File: src/ssu_pkg.sv
// Constants shared by the serial shift unit control block
package ssu_pkg;
   // Register bus geometry
   localparam int unsigned SSU_ADDR_W = 2;
   localparam int unsigned SSU_DATA_W = 8;

   // Register indices on the plain register port
   localparam logic [1:0] SSU_IDX_CTRL = 2'h0;
   localparam logic [1:0] SSU_IDX_DATA = 2'h1;
   localparam logic [1:0] SSU_IDX_STAT = 2'h2;
   localparam logic [1:0] SSU_IDX_PORT = 2'h3;

   // Control register fields
   localparam int unsigned SSU_CTRL_START_IE = 7;
   localparam int unsigned SSU_CTRL_OVF_IE = 6;
   localparam int unsigned SSU_CTRL_WM_HI = 5;
   localparam int unsigned SSU_CTRL_WM_LO = 4;
   localparam int unsigned SSU_CTRL_CS_HI = 3;
   localparam int unsigned SSU_CTRL_CS_LO = 2;
   localparam int unsigned SSU_CTRL_STROBE = 1;
   localparam int unsigned SSU_CTRL_TOGGLE = 0;

   // Status register fields
   localparam int unsigned SSU_STAT_START = 7;
   localparam int unsigned SSU_STAT_OVF = 6;
   localparam int unsigned SSU_STAT_CNT_HI = 3;

   // Pin port register fields
   localparam int unsigned SSU_PORT_DO_VAL = 0;
   localparam int unsigned SSU_PORT_DO_DIR = 1;
   localparam int unsigned SSU_PORT_SDA_VAL = 2;
   localparam int unsigned SSU_PORT_SDA_DIR = 3;
   localparam int unsigned SSU_PORT_SCL_VAL = 4;
   localparam int unsigned SSU_PORT_SCL_DIR = 5;

   // Wire modes
   localparam logic [1:0] SSU_WM_OFF = 2'h0;
   localparam logic [1:0] SSU_WM_THREE = 2'h1;
   localparam logic [1:0] SSU_WM_TWO = 2'h2;
   localparam logic [1:0] SSU_WM_TWO_OVF = 2'h3;

   // Clock source selections
   localparam logic [1:0] SSU_CS_SOFT = 2'h0;
   localparam logic [1:0] SSU_CS_TIMER = 2'h1;

   // Reset values and counter constants
   localparam logic [7:0] SSU_CTRL_RST = 8'h00;
   localparam logic [7:0] SSU_DATA_RST = 8'h00;
   localparam logic [5:0] SSU_PORT_RST = 6'h00;
   localparam logic [3:0] SSU_CNT_RST = 4'h0;
   localparam logic [3:0] SSU_CNT_MAX = 4'hf;
   localparam logic [3:0] SSU_CNT_ONE = 4'h1;
endpackage

File: src/ssu_ctrl.sv
// Serial shift unit: control register, clocking, shift register, counter and pin drive
//
// Implementation choices: the register offsets and the strobed register port.
`timescale 1ns/100ps
// What this block does
// - Start interrupt raised while start enable, pending start flag and global enable.
// - Overflow interrupt raised while overflow enable, pending flag and global enable.
// - Wire mode changes only outputs and start detection; data and clock inputs always work.
// - Mode zero: outputs, clock hold and start detector off; pins plain.
// - Three-wire: shift output overrides port bit; direction bit still rules.
// - Two-wire: data line pulled low, with direction bit set, if shift output or port bit zero.
// - Two-wire: clock pulled low, with direction bit set, by port bit zero or start hold.
// - Two-wire modes: no serial data or clock pull-ups, open-drain data and clock drivers.
// - Mode 11 also holds clock low after overflow until flag cleared.
// - Internal clocks make output latch transparent; external changes on opposite edge.
// - Select 00 strobe off: no clock; strobe: software; 01: timer match.
// - External: 10 shifts rising, 11 falling; counter counts both edges.
// - Software strobe shifts and counts once, output follows, bit reads zero.
// - Software strobe shifts in data input sampled one cycle earlier.
// - External with strobe bit set: counter clocked only by toggle writes.
// - Toggle write inverts clock port bit regardless of direction; reads zero.
// - Toggle write under external strobe select increments the counter directly.
// - Start flag cleared only by writing one; clearing releases clock hold.
// - Overflow flag set on counter wrap 15 to 0; cleared by writing one.
// - Three-wire: data output pin driven through latch from shift register top bit; other modes drive the port bit.
module ssu_ctrl
   import ssu_pkg::*;
(
   input wire logic clock_i,
   input wire logic rst_i,
   // Register port
   input wire logic [SSU_ADDR_W-1:0] addr_i,
   input wire logic [SSU_DATA_W-1:0] wdata_i,
   input wire logic wr_i,
   input wire logic rd_i,
   output logic [SSU_DATA_W-1:0] rdata_o,
   // System side
   input wire logic global_irq_enable_i,
   input wire logic timer_match_i,
   output logic start_irq_o,
   output logic overflow_irq_o,
   // Three-wire data output pin
   output logic data_out_pin_o,
   output logic data_out_pin_oe_o,
   output logic data_out_pullup_o,
   // Serial data pin (data in / two-wire data)
   input wire logic serial_in_pin_i,
   output logic serial_in_pin_o,
   output logic serial_in_pin_oe_o,
   output logic serial_in_pullup_o,
   // Serial clock pin
   input wire logic serial_clock_pin_i,
   output logic serial_clock_pin_o,
   output logic serial_clock_pin_oe_o,
   output logic serial_clock_pullup_o
);

   // Register state
   logic [7:0] ctrl_ff;
   logic [7:0] shift_ff;
   logic [3:0] count_ff;
   logic start_flag_ff;
   logic overflow_flag_ff;
   logic [5:0] port_ff;
   logic do_latch_ff;
   logic [7:0] rdata_ff;

   // Pin synchronisers and history
   logic di_s1_ff;
   logic di_s2_ff;
   logic di_prev_ff;
   logic ck_s1_ff;
   logic ck_s2_ff;
   logic ck_prev_ff;

   // Next values
   logic [7:0] nxt_ctrl;
   logic [7:0] nxt_shift;
   logic [3:0] nxt_count;
   logic nxt_start_flag;
   logic nxt_overflow_flag;
   logic [5:0] nxt_port;
   logic nxt_do_latch;
   logic [7:0] nxt_rdata;

   // Field views of the control register
   wire start_ie = ctrl_ff[SSU_CTRL_START_IE];
   wire ovf_ie = ctrl_ff[SSU_CTRL_OVF_IE];
   wire [1:0] wire_mode_select = ctrl_ff[SSU_CTRL_WM_HI:SSU_CTRL_WM_LO];
   wire [1:0] clock_source_select = ctrl_ff[SSU_CTRL_CS_HI:SSU_CTRL_CS_LO];
   wire strobe_select = ctrl_ff[SSU_CTRL_STROBE];
   wire ext_clock = clock_source_select[1];
   wire two_wire = wire_mode_select[1];

   // Bus decode
   wire wr_ctrl = wr_i && (addr_i == SSU_IDX_CTRL);
   wire wr_data = wr_i && (addr_i == SSU_IDX_DATA);
   wire wr_stat = wr_i && (addr_i == SSU_IDX_STAT);
   wire wr_port = wr_i && (addr_i == SSU_IDX_PORT);
   wire software_strobe = wr_ctrl && wdata_i[SSU_CTRL_STROBE];
   wire clock_pin_toggle = wr_ctrl && wdata_i[SSU_CTRL_TOGGLE];

   // Synchronised clock and data pin edges, taken from the second stage only
   wire ck_rise = ck_s2_ff && !ck_prev_ff;
   wire ck_fall = !ck_s2_ff && ck_prev_ff;
   wire ck_edge = ck_rise || ck_fall;
   wire sda_fall = !di_s2_ff && di_prev_ff;

   // Shift clock selection; strobe writes take effect under the mode in force before the write
   wire soft_sel = (clock_source_select == SSU_CS_SOFT);
   wire tmr_sel = (clock_source_select == SSU_CS_TIMER);
   wire ext_shift_edge = clock_source_select[0] ? ck_fall : ck_rise;
   wire shift_soft = soft_sel && software_strobe;
   wire shift_tmr = tmr_sel && timer_match_i;
   wire shift_ext = ext_clock && ext_shift_edge;
   wire shift_evt = shift_soft || shift_tmr || shift_ext;

   // Counter clock: external both edges unless the strobe bit picks toggle writes
   wire count_ext = ext_clock && !strobe_select && ck_edge;
   wire count_tog = ext_clock && strobe_select && clock_pin_toggle;
   wire count_evt = shift_soft || shift_tmr || count_ext || count_tog;

   // Input bit: software strobe uses the sample from the cycle before
   wire shift_in_bit = shift_soft ? di_prev_ff : di_s2_ff;

   // Output latch open all the time on internal clocks, during the first half of a cycle otherwise
   wire latch_open = !ext_clock || (clock_source_select[0] ? ck_s2_ff : !ck_s2_ff);
   wire do_value = latch_open ? shift_ff[SSU_DATA_W-1] : do_latch_ff;

   // Start detector only lives in two-wire modes
   wire start_evt = two_wire && sda_fall && ck_s2_ff;
   wire count_wrap = count_evt && (count_ff == SSU_CNT_MAX);

   // Clock hold sources
   wire hold_start = two_wire && start_flag_ff;
   wire hold_ovf = (wire_mode_select == SSU_WM_TWO_OVF) && overflow_flag_ff;
   wire scl_hold = hold_start || hold_ovf;

   // Port register views
   wire do_port = port_ff[SSU_PORT_DO_VAL];
   wire do_dir = port_ff[SSU_PORT_DO_DIR];
   wire sda_port = port_ff[SSU_PORT_SDA_VAL];
   wire sda_dir = port_ff[SSU_PORT_SDA_DIR];
   wire scl_port = port_ff[SSU_PORT_SCL_VAL];
   wire scl_dir = port_ff[SSU_PORT_SCL_DIR];

   // Control register: toggle bit never stored, strobe bit kept only with external clocks; both read zero
   always_comb begin
      nxt_ctrl = ctrl_ff;
      if (wr_ctrl) begin
         nxt_ctrl = wdata_i;
         nxt_ctrl[SSU_CTRL_TOGGLE] = 1'b0;
         if (!wdata_i[SSU_CTRL_CS_HI]) begin
            nxt_ctrl[SSU_CTRL_STROBE] = 1'b0;
         end
      end
   end

   // Shift register: a software write wins over a shift in the same cycle
   always_comb begin
      nxt_shift = shift_ff;
      if (wr_data) begin
         nxt_shift = wdata_i;
      end else if (shift_evt) begin
         nxt_shift = {shift_ff[SSU_DATA_W-2:0], shift_in_bit};
      end
   end

   // Counter: written value wins over a count in the same cycle
   always_comb begin
      nxt_count = count_ff;
      if (wr_stat) begin
         nxt_count = wdata_i[SSU_STAT_CNT_HI:0];
      end else if (count_evt) begin
         nxt_count = count_ff + SSU_CNT_ONE;
      end
   end

   // Flags: start set wins over a write-one clear in the same cycle; any status write blocks the overflow set
   always_comb begin
      nxt_start_flag = start_flag_ff;
      nxt_overflow_flag = overflow_flag_ff;
      if (wr_stat && wdata_i[SSU_STAT_START]) begin
         nxt_start_flag = 1'b0;
      end
      if (wr_stat && wdata_i[SSU_STAT_OVF]) begin
         nxt_overflow_flag = 1'b0;
      end
      if (start_evt) begin
         nxt_start_flag = 1'b1;
      end
      if (count_wrap && !wr_stat) begin
         nxt_overflow_flag = 1'b1;
      end
   end

   // Port bits: toggle write inverts the clock port bit whatever its direction
   always_comb begin
      nxt_port = port_ff;
      if (wr_port) begin
         nxt_port = wdata_i[SSU_PORT_SCL_DIR:0];
      end
      if (clock_pin_toggle) begin
         nxt_port[SSU_PORT_SCL_VAL] = !port_ff[SSU_PORT_SCL_VAL];
      end
   end

   // Latch follows the top bit while open and holds it while closed
   assign nxt_do_latch = do_value;

   // Read mux; unmapped addresses cannot occur with a two-bit index
   always_comb begin
      nxt_rdata = rdata_ff;
      if (rd_i) begin
         unique case (addr_i)
            SSU_IDX_CTRL: nxt_rdata = {ctrl_ff[SSU_CTRL_START_IE:SSU_CTRL_CS_LO], 2'h0};
            SSU_IDX_DATA: nxt_rdata = shift_ff;
            SSU_IDX_STAT: nxt_rdata = {start_flag_ff, overflow_flag_ff, 2'h0, count_ff};
            SSU_IDX_PORT: nxt_rdata = {2'h0, port_ff};
         endcase
      end
   end

   // Synchronisers for both pins, active in every wire mode
   always_ff @(posedge clock_i or posedge rst_i) begin
      if (rst_i) begin
         di_s1_ff <= 1'b1;
         di_s2_ff <= 1'b1;
         di_prev_ff <= 1'b1;
         ck_s1_ff <= 1'b1;
         ck_s2_ff <= 1'b1;
         ck_prev_ff <= 1'b1;
      end else begin
         di_s1_ff <= serial_in_pin_i;
         di_s2_ff <= di_s1_ff;
         di_prev_ff <= di_s2_ff;
         ck_s1_ff <= serial_clock_pin_i;
         ck_s2_ff <= ck_s1_ff;
         ck_prev_ff <= ck_s2_ff;
      end
   end

   // Register update
   always_ff @(posedge clock_i or posedge rst_i) begin
      if (rst_i) begin
         ctrl_ff <= SSU_CTRL_RST;
         shift_ff <= SSU_DATA_RST;
         count_ff <= SSU_CNT_RST;
         start_flag_ff <= 1'b0;
         overflow_flag_ff <= 1'b0;
         port_ff <= SSU_PORT_RST;
         do_latch_ff <= 1'b0;
         rdata_ff <= SSU_DATA_RST;
      end else begin
         ctrl_ff <= nxt_ctrl;
         shift_ff <= nxt_shift;
         count_ff <= nxt_count;
         start_flag_ff <= nxt_start_flag;
         overflow_flag_ff <= nxt_overflow_flag;
         port_ff <= nxt_port;
         do_latch_ff <= nxt_do_latch;
         rdata_ff <= nxt_rdata;
      end
   end

   // Interrupt requests; a flag pending when the enables come up fires at once
   assign start_irq_o = start_ie && start_flag_ff && global_irq_enable_i;
   assign overflow_irq_o = ovf_ie && overflow_flag_ff && global_irq_enable_i;
   assign rdata_o = rdata_ff;

   // Data output pin: shift output overrides the port bit only in three-wire mode
   assign data_out_pin_o = (wire_mode_select == SSU_WM_THREE) ? do_value : do_port;
   assign data_out_pin_oe_o = do_dir;
   assign data_out_pullup_o = !do_dir && do_port;

   // Data pin: open drain in two-wire modes, plain port otherwise
   assign serial_in_pin_o = two_wire ? 1'b0 : sda_port;
   assign serial_in_pin_oe_o = two_wire ? (sda_dir && (!do_value || !sda_port)) : sda_dir;
   assign serial_in_pullup_o = !two_wire && !sda_dir && sda_port;

   // Clock pin: hold only pulls low when the driver is enabled by direction
   assign serial_clock_pin_o = two_wire ? 1'b0 : scl_port;
   assign serial_clock_pin_oe_o = two_wire ? (scl_dir && (!scl_port || scl_hold)) : scl_dir;
   assign serial_clock_pullup_o = !two_wire && !scl_dir && scl_port;

endmodule

File: config.mk
export PLATFORM = sky130hd
export DESIGN_NAME = ssu_ctrl
export DESIGN_NICKNAME = d
export VERILOG_FILES = /design/src/ssu_pkg.sv /design/src/ssu_ctrl.sv
export SDC_FILE = /design/constraint.sdc
export NUM_CORES = 1
export LEC_CHECK = 0
export BUFFER_PORTS_ARGS = -buffer_cell sky130_fd_sc_hd__buf_2
export CAP_MARGIN = 20
export CORE_UTILIZATION = 55
export DETAILED_ROUTE_END_ITERATION = 12
export PLACE_DENSITY = 0.79
export SYNTH_ARGS = -nofsm -noshare
export SYNTH_HDL_FRONTEND = slang
export SYNTH_SLANG_ARGS = --single-unit
File: constraint.sdc
create_clock -name clock_i -period 2.12 [get_ports clock_i]
set_input_delay 0.106 -clock clock_i [delete_from_list [all_inputs] [get_ports clock_i]]
set_output_delay 0.106 -clock clock_i [all_outputs]
set_load 0.005 [all_outputs]
# Word level (Yosys, flattened, before mapping)
# Cells that the tools add are included.
totals:
  reg_bits: 42
  input_bits: 18
  elab_cells: 108
op_classes:
  addsub: 1
  eq_ne: 7
  mux: 21
  reduce_logical: 64
ops:
  columns: ["operator", "n"]
  rows:
  - ["1-bit logical AND", 35]
  - ["8-bit one-hot mux with 4 select lines", 1]
  - ["8-bit 2-to-1 mux", 2]
  - ["1-bit 2-to-1 mux", 15]
  - ["1-bit zero test", 13]
  - ["2-bit nonzero test", 5]
  - ["1-bit logical OR", 9]
  - ["4-bit 2-to-1 mux", 2]
  - ["2-bit by 1-bit equality test with 1-bit output, second input constant", 3]
  - ["2-bit equality test, second input constant", 3]
  - ["5-bit 2-to-1 mux", 1]
  - ["4-bit by 1-bit adder with 4-bit output, second input constant", 1]
  - ["4-bit equality test, second input constant", 1]
  - ["2-bit zero test", 2]

# Depth between registers and ports, before layout
# Gate-level depths: netlist (run 1).
logic_depth:
  depth_word: 10
  ltp_mapped: 7
  ltp_nobuf: 7

# Worst setup path after synthesis (run 1)
# No wires, ideal clock.
synth_path:
  path_type: "reg2reg"
  start: "register ck_s2_ff"
  end: "register count_ff[1]"
  arrival_ns: 1.614
  t_required_ns: 1.987
  path_slack_ns: 0.373
  stages_incl_launch_ff: 8
  n_path_buf: 0
  cell_sequence: "dfstp_2 -> inv_1 -> ha_1 -> nor2_1 -> a31o_2 -> a21oi_2 -> mux2i_1 -> o21ai_0"
synth_between:
  elab_chain_cells: 7
  word_cells_on_any_way: 8
synth_rtl:
  columns: ["item", "line_no", "rtl"]
  rows:
  - ["start: declaration", "ssu_ctrl.sv:73", "logic ck_s2_ff;"]
  - ["start signal: assignment", "ssu_ctrl.sv:238", "ck_s2_ff <= ck_s1_ff;"]
  - ["1-bit zero test", "ssu_ctrl.sv:105", "wire ck_fall = !ck_s2_ff && ck_prev_ff;"]
  - ["1-bit logical AND", "ssu_ctrl.sv:105", null]
  - ["1-bit logical OR (*)", "ssu_ctrl.sv:106", "wire ck_edge = ck_rise || ck_fall;"]
  - ["1-bit logical AND (*)", "ssu_ctrl.sv:119", "wire count_ext = ext_clock && !strobe_select && ck_edge;"]
  - ["1-bit logical OR (*) (2 in series)", "ssu_ctrl.sv:121", "wire count_evt = shift_soft || shift_tmr || count_ext || count_tog;"]
  - ["2-bit nonzero test (no line) (*)", null, null]
  - ["end signal: assignment", "ssu_ctrl.sv:257", "count_ff <= nxt_count;"]
  - ["end: declaration", "ssu_ctrl.sv:61", "logic [3:0] count_ff;"]
# Mark *: on every way between the ends. The rest lies on a longest branch, timed or not.
# A chain may end at the register's enable or synchronous reset.

# Final worst setup path (run 1)
# Ends and elaborated chain as after synthesis.

==> flow_summary.toml, run 1 <==
[setup_path]
critPathMaxFanout = 6
crit_path_end_kind = "flip-flop"
worstSetupPathType = "flip-flop to flip-flop"
cpMaxStageDelayCell = "dfstp_2"
cp.arrival_ns = 2.07
critical_path_required_ns = 2.30
critical-path-max-stage-delay_ns = 0.57
path_buf_inv = 1
cp-start-kind = "flip-flop"
crit_chain = "inv_1, ha_1, nor2_1, a31o_2, a21oi_2, mux2i_1, o21ai_0"
critPathTopFamily = "compound AO/OA/AOI/OAI gates"

[power]
comb_power_share_pct = 27.2
clkPwrFrac_pct = 24.3
switchingPower_mw = 0.8089
seqPwrFrac_pct = 48.5
ir_drop_v = 0.0005310
pwr_density_cell_nw_per_um2 = 1045
p_leak_nw = 1.140
swShare_pct = 31.61
p_int_mw = 1.750

[sta]
hold_viol = 0
maxSlewViolCount = 0
whs_ns = 0.06603
worst_pin_slew_ns = 0.5207
rsz0062_at_grt = "no"
setup-tns-final_ns = 0
slew_headroom_pct = 65.29
finalCritPeriodShare_pct = 89.10
setup_viol = 0
fmax_mhz = 529.4
fin_skew_ns = 0.01002
layout_setup_ws_ns = 0.2311
period_needed_ns = 1.889

[clocking]
htreeDepth = 2
cts_sinks = 42
post-cts-setup-buffers = 0
cts_tree = "yes"
clk_latency_ns = 0.30
clock-root-buffer = "clkbuf_8"
cts_buffers = 5
clkTransAtPathRegs_ns = 0.08
clockBufferDepth = 2

[floorplanning]
die_h_um = 63.49
core_area_um2 = 3468
ios = 37
dieArea_um2 = 4031
start_util_pct = 59.96
row_count = 21
die_x_um = 63.49

[cells_and_area]
fin_util_pct = 70.63
drive_above_1_share_pct = 32.63
antenna_cells = 0
areaGrowthSynthToFinish_pct = 17.81
final_nets = 256
final_cell_count_no_fill = 282

[placed_design]
dp_cells = 271
gp_congestion = 0.8456
dp_hpwl_mm = 3.212
pre_cts_slack_ns = 0.2341
io_buffers = 36

[yosys]
syn_nets = 213
synth_seq_cells = 42
synth-warning-count = 0
synth_cell_type_count = 35
syn_area_um2 = 2079
seq_area_frac_synth_pct = 50.90
synth_area_per_cell_um2 = 10.83
synth_cells = 192

[min_path]
hp-class = "primary input to flip-flop"

[grt]
antenna_found_initial = 0
grt_pass1_wl_mm = 7.479
grt_pass1_vias = 1534
grt_max_degree = 43
grt_overflow = 0
grtUsageTotal_pct = 24.94

[routing]
drt_drc_violations_left = 0
dr.pass1.iters = 4
drt-initial-drc-count = 96
num_vias = 1592
final_antenna_net_count = 0
viasPerCell = 5.645
wirelength_mm = 4.445
wl_per_cell_um = 15.76

[job]
maxCapViolCount = 0

[run_status]
status = "finished clean"
flip-flops by register name, indices dropped and copies added, names as in the netlist:
register and count:
di_s1_ff 1, ck_s2_ff 1, ck_s1_ff 1, overflow_flag_ff 1, ck_prev_ff 1, port_ff 6, di_prev_ff 1, start_flag_ff 1
di_s2_ff 1, rdata_o 8, count_ff 4, ctrl_ff 7, shift_ff 8, do_latch_ff 1
synthesized netlist by cell type:
cell type	number	area, µm²
o31ai_1	1	7.510
nor2_1	20	75.07
mux4_2	2	45.04
and3_1	3	18.77
o22ai_1	2	12.51
nor3b_1	1	7.510
a21oi_2	1	8.760
buf_4	1	7.510
nand3_1	6	30.03
a211oi_1	1	7.510
nand2b_1	3	18.77
o21ai_0	4	20.02
nor2b_1	8	50.05
a31oi_1	4	25.02
nand3b_1	2	15.01
inv_1	7	26.28
mux2i_1	15	150.1
a31o_2	2	17.52
mux2_2	16	180.2
and2_1	2	12.51
a21o_1	1	7.510
xor2_1	2	17.52
ha_1	3	37.54
buf_2	2	10.01
dfrtp_1	36	900.9
or4_1	1	7.510
a32o_1	1	10.01
dfstp_2	6	157.7
clkbuf_1	4	15.01
buf_6	1	11.26
a22oi_1	2	15.01
a21oi_1	18	90.09
nor3b_2	1	12.51
nand4_1	1	6.260
nand2_1	12	45.04
path summary, 6_finish.rpt:
path	cells past startpoint	end	start	slack, ns
worst max-delay path	7	count_ff[1]	ck_s2_ff	0.23
worst min-delay path	2	ctrl_ff[4]	wdata_i[4]	0.07
worst max register to register	7	count_ff[1]	ck_s2_ff	0.23
worst min register to register	0	ck_s2_ff	ck_s1_ff	0.36
max in group asynchronous	4	ck_s1_ff	rst_i	1.27
min in group asynchronous	4	ctrl_ff[5]	rst_i	0.47
logic make-up after synthesis:
kind of cell	after synthesis	share of synthesized area [%]
multiplexers	33	18.05
XOR/XNOR	2	0.8425
AND/OR/NAND/NOR	60	14.38
adder cells (fa/ha/maj)	3	1.805
buffers and inverters	15	3.370
AO/OA/AOI/OAI	37	10.65
flip-flops	42	50.90
placed cells by master, fill, tap and decap left out, drive strengths merged, types with 3 or more instances in the layout:
master and count:
a21oi 19, mux2i 15, ha 3, buf 41, dfrtp 36, nand3 6, nand2b 3, and3 3
inv 7, dfstp 6, nor2b 8, o21ai 4, a31oi 4, mux2 16, clkbuf 5, dlygate4sd3 3
nand2 12, nor2 20
cell type report:
type	count	area, µm²
flip-flops and latches	42	1059
fillers	284	1018
multi-input cells	135	950.9
repair buffers	44	247.7
clock buffers	5	68.82
well taps	46	57.56
clock inverters	3	40.04
inverters	7	26.28
metrics by stage:
stage                     cell area (µm²)  power, mW
final                                2450      2.559
after global routing                 2450      2.729
after CTS                            2450      2.572
after detailed placement             2311      1.945
after global placement               2311      1.914
after floorplan                      2079      1.686
layer usage:
| layer | vias to the layer above | part of all wire [%] | GRT usage, % |
|---|---|---|---|
| li1 | 765 | - | - |
| met1 | 760 | 46 | 34.25 |
| met2 | 54 | 46 | 38.03 |
| met3 | 13 | 5.6 | 6.341 |
| met4 | 0 | 1.9 | 9.091 |
| met5 | - | 0 | 0 |
power groups by stage:
stage          clock network [mW]  logic [mW]  registers (mW)
6_report                    0.622       0.697            1.24
5_1_grt                     0.676       0.780            1.27
4_1_cts                     0.633       0.703            1.24
3_5_place_dp                    0       0.694            1.25
3_3_place_gp                    0       0.676            1.24
2_1_floorplan                   0       0.504            1.18
what timing repair did:
item	4_1_cts	5_1_grt
hold buffers	3	0
resized for setup	0	0
endpoints found under the setup margin	0	0
endpoints found under the hold margin	38	0
worst reg2reg max path, cell delays in order (launching register included):
cell     delay, ns
dfstp_2       0.57
inv_1         0.06
ha_1          0.27
nor2_1        0.04
a31o_2        0.22
a21oi_2       0.29
mux2i_1       0.24
o21ai_0       0.09
No activity file was read; power rests on OpenSTA's default activity.
==> run 2, diff against run 1 <==
--- a/config.mk
+++ b/config.mk
@@ -7,9 +7,9 @@
 export LEC_CHECK = 0
 export BUFFER_PORTS_ARGS = -buffer_cell sky130_fd_sc_hd__buf_2
 export CAP_MARGIN = 20
-export CORE_UTILIZATION = 55
+export CORE_UTILIZATION = 59
 export DETAILED_ROUTE_END_ITERATION = 12
-export PLACE_DENSITY = 0.79
+export PLACE_DENSITY = 0.84
 export SYNTH_ARGS = -nofsm -noshare
 export SYNTH_HDL_FRONTEND = slang
 export SYNTH_SLANG_ARGS = --single-unit
==> constraint.sdc (replaced) <==
create_clock -name clock_i -period 2.32 [get_ports clock_i]
set_input_delay 0.116 -clock clock_i [delete_from_list [all_inputs] [get_ports clock_i]]
set_output_delay 0.116 -clock clock_i [all_outputs]
set_load 0.005 [all_outputs]
==> run 2 against run 1 <==
- cell area shrank 1.7%
- cell count shrank 0.71%
- largest cell class unchanged
- setup slack gained 0.14 ns
- non-clock buffer count shrank 2
- register-to-register slack gained 0.20 ns
- global-route usage grew 0.96 points
- critical path depth shrank 1
- wire length shrank 2.5%
- via count grew 0.31%
- first-iteration DRC count shrank 14%
- sequential share of layout area grew 0.76 points
==> flow_summary.toml, run 2 (same netlist as run 1, synthesis figures left out) <==
[run_status]
status = "finished clean"

[cells_and_area]
drive_above_1_share_pct = 31.20
fill_cells = 274
final_nets = 254
ff_latch_area_um2 = 1059
antenna_cells = 0
multi_input_area_um2 = 950.9
areaGrowthSynthToFinish_pct = 15.76
final_cell_mix = "dfrtp_1, buf_2, nor2_1"
fin_util_pct = 71.58

[setup_path]
crit_chain = "xor2_1, nand2_1, mux2i_1, inv_1, a31oi_1, buf_2"
critical-path-max-stage-delay_ns = 0.58
r2r-start = "ck_s2_ff"
cp.arrival_ns = 1.84
worstSetupPathType = "flip-flop to output port"
crit_path_end_kind = "output port"
r2r_slack_ns = 0.43
critPathMaxFanout = 4
critical_path_required_ns = 2.20
cpMaxStageDelayCell = "dfstp_2"
crit_start = "ck_s2_ff"
r2r_cells = 7
cp-start-kind = "flip-flop"

[routing]
dr.pass1.iters = 4
wirelength_mm = 4.336
num_vias = 1597
viasPerCell = 5.704
wl_per_cell_um = 15.49
drt_drc_violations_left = 0
final_antenna_net_count = 0
drt-initial-drc-count = 83

[floorplanning]
ios = 37
core_area_um2 = 3363
die_h_um = 61.37
die_x_um = 61.37
start_util_pct = 61.83
dieArea_um2 = 3766
row_count = 21

[clocking]
post_cts_resized = 0
cts_tree = "yes"
cts_sinks = 42
clkTransAtPathRegs_ns = 0.12
post-cts-setup-buffers = 0
cts_buffers = 5
clk_latency_ns = 0.36
clockBufferDepth = 2
htreeDepth = 2
clock-root-buffer = "clkbuf_4"

[power]
finalPower_mw = 2.224
p_leak_nw = 1.110
ir_drop_v = 0.0005724
pwr_density_cell_nw_per_um2 = 924.0

[placed_design]
gp_congestion = 0.8315
pre_cts_slack_ns = 0.4581
dp_hpwl_mm = 3.016
io_buffers = 36

[sta]
setup_viol = 0
layout_setup_ws_ns = 0.3672
worst_pin_slew_ns = 0.6380
maxSlewViolCount = 0
slew_headroom_pct = 57.34
hold_viol = 0
finalCritPeriodShare_pct = 84.17
rsz0062_at_grt = "no"
setup-tns-final_ns = 0
period_needed_ns = 1.953
fmax_mhz = 512.1
fin_skew_ns = 0.01585
whs_ns = 0.02326

[grt]
grtUsageTotal_pct = 25.90
grt_pass1_vias = 1433
antenna_found_initial = 0
grt_max_degree = 43
grt_overflow = 0
grt_pass1_wl_mm = 6.748

[min_path]
hp-class = "primary input to flip-flop"
min_from = "wdata_i[5]"
worst_hold_path.num_cells = 2

[job]
maxCapViolCount = 0
-- run 2: metrics by stage --
step	cells	instance area [µm²]
finish	280	2407
global route	280	2407
CTS	279	2397
detailed placement	268	2288
global placement	268	2288
floorplan	192	2079
-- run 2: worst paths after layout --
kind	end
setup / recovery	serial_in_pin_oe_o
hold / removal	ctrl_ff[5]
setup reg to reg	count_ff[1]
hold reg to reg	ck_s2_ff
max in group asynchronous	ck_prev_ff
min in group asynchronous	rdata_o[0]
-- run 2: what timing repair did --
action	4_1_cts	5_1_grt
hold buffers	3	1
endpoints found under the hold margin	38	1
setup endpoints to repair	0	0
-- run 2: layout make-up --
cell class                      count  area share [%]
Clock buffer                        6           1.715
Clock inverter                      2           1.559
Inverter                            7           1.091
Multi-Input combinational cell    135           39.50
Sequential cell                    42           43.97
Tap cell                           46           2.391
Timing Repair Buffer               42           9.771
-- run 2: routing by layer --
metal / part of all wire (%) / GRT usage (%) / vias to the layer above
met5: 0 / 0 / -
met4: 2.1 / 12.70 / 0
met3: 5.0 / 5.672 / 11
met2: 48 / 39.60 / 46
met1: 45 / 35.33 / 775
li1: - / - / 765
-- run 2: power by group --
part           internal [mW]  switching, mW  total [mW]
logic                  0.343          0.287       0.630
clock network          0.227          0.237       0.465
registers              0.936          0.193        1.13
-- run 2: worst max-delay path: cells and delay by family (launching register included) --
kind / cells / cell delay, ns
buf+inv: 2 / 0.22
mux: 1 / 0.27
xor+xnor: 1 / 0.15
simple gates: 1 / 0.08
compound gates: 1 / 0.18
flops: 1 / 0.58
